## config.mk

```make
export PLATFORM = sky130hd
export DESIGN_NAME = system_clock_select_control
export DESIGN_NICKNAME = d
export VERILOG_FILES = /design/src/hdl/clock_select_pkg.sv /design/src/hdl/system_clock_select_control.sv
export SDC_FILE = /design/constraint.sdc
export NUM_CORES = 1
export LEC_CHECK = 0
export ABC_AREA = 1
export BUFFER_PORTS_ARGS = -buffer_cell sky130_fd_sc_hd__buf_2
export CORE_ASPECT_RATIO = 1.2
export CORE_MARGIN = 4
export CORE_UTILIZATION = 40
export DETAILED_ROUTE_END_ITERATION = 12
export GPL_ROUTABILITY_DRIVEN = 1
export PLACE_DENSITY = 0.6
export SYNTH_ARGS = -nofsm -noshare
export SYNTH_HDL_FRONTEND = slang
export SYNTH_SLANG_ARGS = --single-unit
```

## constraint.sdc

```tcl
create_clock -name ref_clk -period 1.4 [get_ports ref_clk]
set_input_delay 0.28 -clock ref_clk [delete_from_list [all_inputs] [get_ports ref_clk]]
set_output_delay 0.28 -clock ref_clk [all_outputs]
set_load 0.01 [all_outputs]
```

## src/hdl/clock_select_pkg.sv

```systemverilog
// constants for the system clock select control block
package clock_select_pkg;
  localparam logic [7:0] clock_control_offset = 8'h00_c6;
  localparam logic [7:0] aux_control_offset = 8'h00_c7;
  localparam logic [7:0] aux_status_offset = 8'h00_c8;
  // clock control field positions
  localparam int lf_sel_bit = 7;
  localparam int sys_sel_bit = 6;
  localparam int tick_lsb = 3;
  localparam int speed_bit = 0;
  // aux control field positions
  localparam int powerdown_bit = 0;
  localparam int cal_dis_bit = 1;
  // reset values
  localparam logic lf_sel_reset = 1'b1;
  localparam logic sys_sel_reset = 1'b1;
  localparam logic [2:0] tick_reset = 3'h1;
  localparam logic speed_reset = 1'b1;
  localparam logic powerdown_reset = 1'b1;
  // settle times of the oscillator models, in ns
  localparam int crystal_settle_ns = 2000;
  localparam int rc_settle_ns = 500;
  localparam int clk_period_ns = 10;
  localparam logic [11:0] crystal_settle_cycles =
    12'((crystal_settle_ns + clk_period_ns - 1) / clk_period_ns);
  localparam logic [11:0] rc_settle_cycles =
    12'((rc_settle_ns + clk_period_ns - 1) / clk_period_ns);
endpackage

```

## src/hdl/system_clock_select_control.sv

```systemverilog
// clock source select, tick divider and oscillator power control
// Overview of operation
// - bit 7 picks low-frequency source
// - bit 7 returns to 1 after deep sleep
// - bit 6 requests system source, reset 1
// - switch only once requested oscillator stable
// - requesting powered-down RC powers it up
// - bits 5:3 tick divider, reset 001
// - bit 0 reports current clock speed
// - speed flag changes only after switch
// - calibration disable lets running calibration finish
// - other bits retained through deep sleep
// - crystal stable flag reads 1 when stable
// - power-down bit stops unselected oscillator
`timescale 1ns/100ps
`default_nettype none
module system_clock_select_control (
  input wire logic ref_clk,
  input wire logic rst_n,
  input wire logic [7:0] reg_addr,
  input wire logic [7:0] reg_wdata,
  input wire logic reg_write,
  input wire logic reg_read,
  output logic [7:0] reg_rdata,
  input wire logic deep_sleep_exit,
  input wire logic calibration_request,
  output logic crystal_powered,
  output logic rc_powered,
  output logic sys_clk_on_rc,
  output logic low_freq_on_rc,
  output logic [2:0] timer_tick_divider,
  output logic calibration_busy
);
  import clock_select_pkg::*;

  // all state of the block
  typedef struct packed {
    logic low_freq_source_select;
    logic sys_source_request;
    logic [2:0] tick;
    logic sys_clk_speed_flag;
    logic unselected_osc_powerdown;
    logic rc_lowfreq_cal_disable;
    logic pd_pending; // power-down write held during calibration
    logic pd_pending_val;
    logic [11:0] xtal_cnt;
    logic [11:0] rc_cnt;
    logic cal_busy;
    logic [7:0] rdata;
  } state_type;

  state_type st;
  state_type next_st;
  logic xtal_on; // crystal powered
  logic rc_on; // rc powered
  logic xtal_stable;
  logic rc_stable;
  logic wr_ctl;
  logic wr_aux;

  // oscillator power, derived from active source
  always_comb begin
    // unselected one is off only when power-down bit is set
    xtal_on = !st.sys_clk_speed_flag || !st.unselected_osc_powerdown;
    // a pending rc request turns rc on even when powered down
    rc_on = st.sys_clk_speed_flag || !st.unselected_osc_powerdown
      || st.sys_source_request;
    xtal_stable = xtal_on && (st.xtal_cnt == crystal_settle_cycles);
    rc_stable = rc_on && (st.rc_cnt == rc_settle_cycles);
    wr_ctl = reg_write && (reg_addr == clock_control_offset);
    wr_aux = reg_write && (reg_addr == aux_control_offset);
  end

  // next-state logic
  always_comb begin
    next_st = st;
    // settle counters model oscillator start-up
    if (!xtal_on) begin
      next_st.xtal_cnt = 12'h0_000;
    end else if (!xtal_stable) begin
      next_st.xtal_cnt = st.xtal_cnt + 12'h0_001;
    end
    if (!rc_on) begin
      next_st.rc_cnt = 12'h0_000;
    end else if (!rc_stable) begin
      next_st.rc_cnt = st.rc_cnt + 12'h0_001;
    end
    // switch only once the requested source is stable
    if (st.sys_source_request != st.sys_clk_speed_flag) begin
      if (st.sys_source_request && rc_stable) begin
        next_st.sys_clk_speed_flag = 1'b1;
      end else if (!st.sys_source_request && xtal_stable) begin
        next_st.sys_clk_speed_flag = 1'b0;
      end
    end
    // calibration only starts on a stable crystal, not disabled
    if (calibration_request && !st.cal_busy && xtal_stable
        && !st.rc_lowfreq_cal_disable) begin
      next_st.cal_busy = 1'b1;
    end else if (st.cal_busy && !calibration_request) begin
      next_st.cal_busy = 1'b0;
    end
    // deferred power-down write lands when calibration ends
    if (st.pd_pending && !st.cal_busy) begin
      next_st.unselected_osc_powerdown = st.pd_pending_val;
      next_st.pd_pending = 1'b0;
    end
    // register writes
    if (wr_ctl) begin
      next_st.low_freq_source_select = reg_wdata[lf_sel_bit];
      next_st.sys_source_request = reg_wdata[sys_sel_bit];
      next_st.tick = reg_wdata[tick_lsb +: 3];
      // bits 2:1 and speed bit are not writable
    end
    if (wr_aux) begin
      // disable does not abort a calibration in progress
      next_st.rc_lowfreq_cal_disable = reg_wdata[cal_dis_bit];
      if (st.cal_busy) begin
        next_st.pd_pending = 1'b1;
        next_st.pd_pending_val = reg_wdata[powerdown_bit];
      end else begin
        next_st.unselected_osc_powerdown = reg_wdata[powerdown_bit];
      end
    end
    // deep sleep loses only the low-frequency select
    // placed after the writes so an exit beats a write to bit 7
    if (deep_sleep_exit) begin
      next_st.low_freq_source_select = lf_sel_reset;
    end
    // read data, valid the cycle after the strobe
    next_st.rdata = 8'h0_0;
    if (reg_read) begin
      case (reg_addr)
        clock_control_offset: begin
          next_st.rdata = {st.low_freq_source_select,
            st.sys_source_request, st.tick, 2'b00,
            st.sys_clk_speed_flag};
        end
        aux_control_offset: begin
          next_st.rdata = {6'h0_0, st.rc_lowfreq_cal_disable,
            st.unselected_osc_powerdown};
        end
        aux_status_offset: begin
          next_st.rdata = {5'h0_0, st.cal_busy, rc_stable,
            xtal_stable};
        end
        default: begin
          next_st.rdata = 8'h0_0; // unmapped reads zero
        end
      endcase
    end
  end

  // state register, synchronous reset
  // reset values live in the package so the bench shares them
  always_ff @(posedge ref_clk) begin
    if (!rst_n) begin
      st <= '0;
      st.low_freq_source_select <= lf_sel_reset;
      st.sys_source_request <= sys_sel_reset;
      st.tick <= tick_reset;
      st.sys_clk_speed_flag <= speed_reset;
      st.unselected_osc_powerdown <= powerdown_reset;
    end else begin
      st <= next_st;
    end
  end

  // outputs straight from flops or power logic
  always_comb begin
    reg_rdata = st.rdata;
    crystal_powered = xtal_on;
    rc_powered = rc_on;
    sys_clk_on_rc = st.sys_clk_speed_flag;
    low_freq_on_rc = st.low_freq_source_select;
    timer_tick_divider = st.tick;
    calibration_busy = st.cal_busy;
  end

  // speed flag never moves to crystal before it is stable
  property p_switch_xtal;
    @(posedge ref_clk) disable iff (!rst_n)
    $fell(st.sys_clk_speed_flag) |-> $past(xtal_stable);
  endproperty
  a_switch_xtal: assert property (p_switch_xtal)
    else $error("switched to crystal before stable");

  property p_switch_rc;
    @(posedge ref_clk) disable iff (!rst_n)
    $rose(st.sys_clk_speed_flag) |-> $past(rc_stable);
  endproperty
  a_switch_rc: assert property (p_switch_rc)
    else $error("switched to rc before stable");

  property p_rc_autopower;
    @(posedge ref_clk) disable iff (!rst_n)
    st.sys_source_request |-> rc_on;
  endproperty
  a_rc_autopower: assert property (p_rc_autopower)
    else $error("rc requested but not powered");

  property p_lf_reset;
    @(posedge ref_clk) disable iff (!rst_n)
    deep_sleep_exit |=> st.low_freq_source_select;
  endproperty
  a_lf_reset: assert property (p_lf_reset)
    else $error("low-freq select not restored");

  property p_reserved;
    @(posedge ref_clk) disable iff (!rst_n)
    reg_read && reg_addr == clock_control_offset
      |=> reg_rdata[2:1] == 2'b00
      && reg_rdata[speed_bit] == $past(st.sys_clk_speed_flag);
  endproperty
  a_reserved: assert property (p_reserved)
    else $error("clock control readback wrong");

  property p_tick_write;
    @(posedge ref_clk) disable iff (!rst_n)
    wr_ctl && !deep_sleep_exit |=> timer_tick_divider == $past(reg_wdata[5:3]);
  endproperty
  a_tick_write: assert property (p_tick_write)
    else $error("tick divider not written");

  property p_cal_finish;
    @(posedge ref_clk) disable iff (!rst_n)
    st.cal_busy && calibration_request |=> st.cal_busy;
  endproperty
  a_cal_finish: assert property (p_cal_finish)
    else $error("calibration aborted");

  // running on rc with power-down set keeps the crystal off
  property p_powerdown;
    @(posedge ref_clk) disable iff (!rst_n)
    st.unselected_osc_powerdown && st.sys_clk_speed_flag |-> !xtal_on;
  endproperty
  a_powerdown: assert property (p_powerdown)
    else $error("crystal powered while unselected");

  // running on crystal with power-down set, rc not requested, rc stays off
  property p_powerdown_rc;
    @(posedge ref_clk) disable iff (!rst_n)
    st.unselected_osc_powerdown && !st.sys_clk_speed_flag
      && !st.sys_source_request |-> !rc_on;
  endproperty
  a_powerdown_rc: assert property (p_powerdown_rc)
    else $error("rc powered while unselected");

  // power-down clear keeps both oscillators running
  property p_both_run;
    @(posedge ref_clk) disable iff (!rst_n)
    !st.unselected_osc_powerdown |-> crystal_powered && rc_powered;
  endproperty
  a_both_run: assert property (p_both_run)
    else $error("oscillator off with power-down clear");

  property p_retain;
    @(posedge ref_clk) disable iff (!rst_n)
    deep_sleep_exit && !wr_ctl |=> $stable(st.tick)
      && $stable(st.sys_source_request);
  endproperty
  a_retain: assert property (p_retain)
    else $error("bits lost over deep sleep");

  // a requested rc starts its settle count at once
  property p_rc_counting;
    @(posedge ref_clk) disable iff (!rst_n)
    st.sys_source_request && !st.sys_clk_speed_flag
      |=> st.rc_cnt != 12'h000;
  endproperty
  a_rc_counting: assert property (p_rc_counting)
    else $error("requested rc not starting");

  // speed flag only ever moves towards the requested source
  property p_flag_follows;
    @(posedge ref_clk) disable iff (!rst_n)
    $changed(st.sys_clk_speed_flag)
      |-> st.sys_clk_speed_flag == $past(st.sys_source_request);
  endproperty
  a_flag_follows: assert property (p_flag_follows)
    else $error("speed flag moved against request");

  // bit 7 written lands on the low-frequency select
  property p_lf_write;
    @(posedge ref_clk) disable iff (!rst_n)
    wr_ctl && !deep_sleep_exit
      |=> low_freq_on_rc == $past(reg_wdata[lf_sel_bit]);
  endproperty
  a_lf_write: assert property (p_lf_write)
    else $error("low-freq select not written");

  // disable bit set keeps a new calibration from starting
  property p_cal_start;
    @(posedge ref_clk) disable iff (!rst_n)
    $rose(st.cal_busy) |-> !$past(st.rc_lowfreq_cal_disable);
  endproperty
  a_cal_start: assert property (p_cal_start)
    else $error("calibration started while disabled");
endmodule
`default_nettype wire

```

==> results.cfg <==
[place]
io_buffers = 36
place_area_mm2 = 0.00239
dp.cells = 413
place_congestion = 0.786
dp_hpwl_um = 3770

[sta]
fin_skew_ns = 0.00883
hold_viol_final = 0
drv_slew = 0
fmax_ghz = 0.748
period_needed_ns = 1.34
setup_viol = 0
fin_crit_sh_pct = 95.5
relSlewSlack_pct = 78.0
worstMarginPinSlew_ns = 0.329

[critical_path]
r2r_slack_ns = 0.13
cp-end-kind = primary output
critPathCapture = rc_powered
r2r_start = st[21]$_SDFFE_PN0N_
cp.arrival_ns = 1.06
critical_path_class = flip-flop to primary output
cp_cell_sequence = inv_2, nand3_2, buf_6, buf_2
cp.required_ns = 1.12
critPathLaunch = st[41]$_SDFFE_PN1P_
worstRegToRegCells = 8
startpoint_type = flip-flop
crit_cells = 4
slowest_stage = dfxtp_2
critPathBufInv = 3
cp_top_family = flip-flops
worstPathMaxFanout = 5
critPathMaxStageDelay_ns = 0.33
worstReg2RegEnd = calibration_busy$_SDFFE_PN0P_

[cells_and_area]
syn_to_final_growth_pct = 16.9
fin_cells = 421
nets = 384
drive_gt1_share_pct = 20.9
antennaDiodeCount = 0
final_area_mm2 = 0.00253

[routing]
vias_per_cell = 4.85
wl_per_cell_um = 11.5
ant_nets = 0
routed_wl_um = 4850
drc = 0
drt_iter0_markers = 78
dr.pass1.iters = 4
dr_total_vias = 2043

[yosys]
avgSynthCellArea_um2 = 6.76
ys.flop_type = dfxtp_1
ys_async_sr_fraction_pct = 0
syn_nets = 346
synth_edf_count = 0
yosysUniqueCellTypes = 23
synth_most_common_cell = nand2_1
synth_top_cell_by_area = dfxtp_1
seq_area_frac_synth_pct = 39.8
syn_area_mm2 = 0.00216
synth_seq_cells = 43
synth_top_cell_area_share_pct = 39.8
synthCells = 320
synth.area.top_cells = dfxtp_1 (40%), nand2_1 (15%), inv_1 (8.2%)
synth_common_cells = nand2_1 (85), inv_1 (47), dfxtp_1 (43)
ys_warn_count = 0

[global_routing]
met3_usage_pct = 4.20
met2_usage_pct = 24.7
busiest_layer = met2
gr-total-overflow = 0
grt_pass1_wl_um = 8050
grt_max_degree = 16
antenna_found_initial = 0
grt_pass1_vias = 1902
grt_usage_pct = 15.6
met1_usage_pct = 20.1

[die]
core_mm2 = 0.00526
fp-row-count = 29
initial_utilization_pct = 41.1
ios = 38
die_x_um = 75.1
fp.dieArea_mm2 = 0.00665
die_y_um = 88.5

[clock_tree]
cts-hold-fix-buffers = 0
cts_buffers = 5
clkTransAtPathRegs_ns = 0.09
clk_latency_ns = 0.30
htree_levels = 2
cts.sinks = 43
tritoncts = built
clockBufferDepth = 2
root_buffer = clkbuf_8
cts_setup_buffers = 0

[worst_hold_path]
hold_class = input pin to flip-flop

[pwr]
peakVddDrop_mv = 0.492
p_leak_nw = 1.08
p_total_mw = 2.18
powerDensity_mw_per_mm2 = 864

[run]
maxCapViolCount = 0

[run_status]
status = completed
==> timing repair <==
item,in CTS,in global routing
gates resized for setup,2,19
setup endpoints to repair,1,13
pin swaps,0,0
==> through the flow <==
stage               util (%)  hold slack (ns)  TNS, ns  setup WS (ns)
finish                  48.0            0.152        0         0.0636
floorplan                  -            0.368        0          0.182
CTS                     47.2            0.148        0         0.0261
global route            48.0            0.162  -0.0187        -0.0187
global placement        45.4            0.447        0         0.0548
detailed placement      45.4            0.445        0         0.0357
==> worst register-to-register path, stage by stage, from the launching register on <==
cell and delay (ns):
dfxtp_4 0.37, inv_1 0.07, ha_1 0.17, nand3_1 0.09, nor2_2 0.14, nand2_2 0.10
inv_1 0.11, nand2_1 0.06, a21boi_1 0.11
==> routing by layer <==
metal	vias up	share of wire (%)
li1	1084	-
met1	917	45
met2	35	49
met3	7	4.6
met4	0	1.6
met5	-	0
==> how the worst min path moves through the flow <==
stage | end | slack (ns) | from | depth (start not counted)
final | low_freq_on_rc$_SDFFE_PP1P_ | 0.15 | deep_sleep_exit | 3
after global routing | low_freq_on_rc$_SDFFE_PP1P_ | 0.16 | deep_sleep_exit | 3
after detailed placement | sys_clk_on_rc$_SDFFE_PN1P_ | 0.45 | st[41]$_SDFFE_PN1P_ | 2
after floorplan | low_freq_on_rc$_SDFFE_PP1P_ | 0.37 | deep_sleep_exit | 2
after CTS | low_freq_on_rc$_SDFFE_PP1P_ | 0.15 | deep_sleep_exit | 3
after global placement | sys_clk_on_rc$_SDFFE_PN1P_ | 0.45 | st[41]$_SDFFE_PN1P_ | 2
==> power breakdown <==
group          switching, mW  leakage, nW  internal, mW
clock network          0.475       0.0408         0.357
logic                 0.0636        0.689        0.0470
registers             0.0127        0.348          1.23
==> layout make-up <==
type                       instances  area [um^2]
fill                             553         2730
multi-input combinational        217         1060
sequential                        43          877
timing repair buffer              44          244
inverter                          47          176
tap                               62         77.6
clock buffer                       5         68.8
clock inverter                     3         23.8
==> cells in the final DEF (no fill, tap or decap), types with 2 or more instances in the layout <==
master / n
nand2_1: 84
inv_1: 46
dfxtp_1: 36
buf_2: 36
nor2_1: 32
a21oi_1: 29
nand3_1: 23
nand4_1: 9
nor3_1: 8
o21ai_0: 8
buf_4: 7
nand3_2: 5
clkbuf_8: 5
dfxtp_2: 4
nor2_2: 3
dfxtp_4: 3
nor2_4: 2
nand3b_1: 2
ha_1: 2
ha_2: 2
clkinvlp_4: 2
==> cell families after synthesis <==
| logic type | Yosys count | synth area share, % |
|---|---|---|
| buffers and inverters | 60 | 12.4 |
| and+or+nand+nor | 172 | 35.4 |
| adders and majority gates | 4 | 2.31 |
| AOI/OAI and AO/OA | 40 | 9.61 |
| xor gates and xnor gates | 1 | 0.405 |
| DFF | 43 | 39.8 |
==> flip-flops by register name, indices dropped and copies added, names as in the netlist <==
register,cells
reg_rdata,8
sys_clk_on_rc,1
calibration_busy,1
timer_tick_divider,3
st,29
low_freq_on_rc,1
Note: power is estimated with default switching activity, not from simulation.
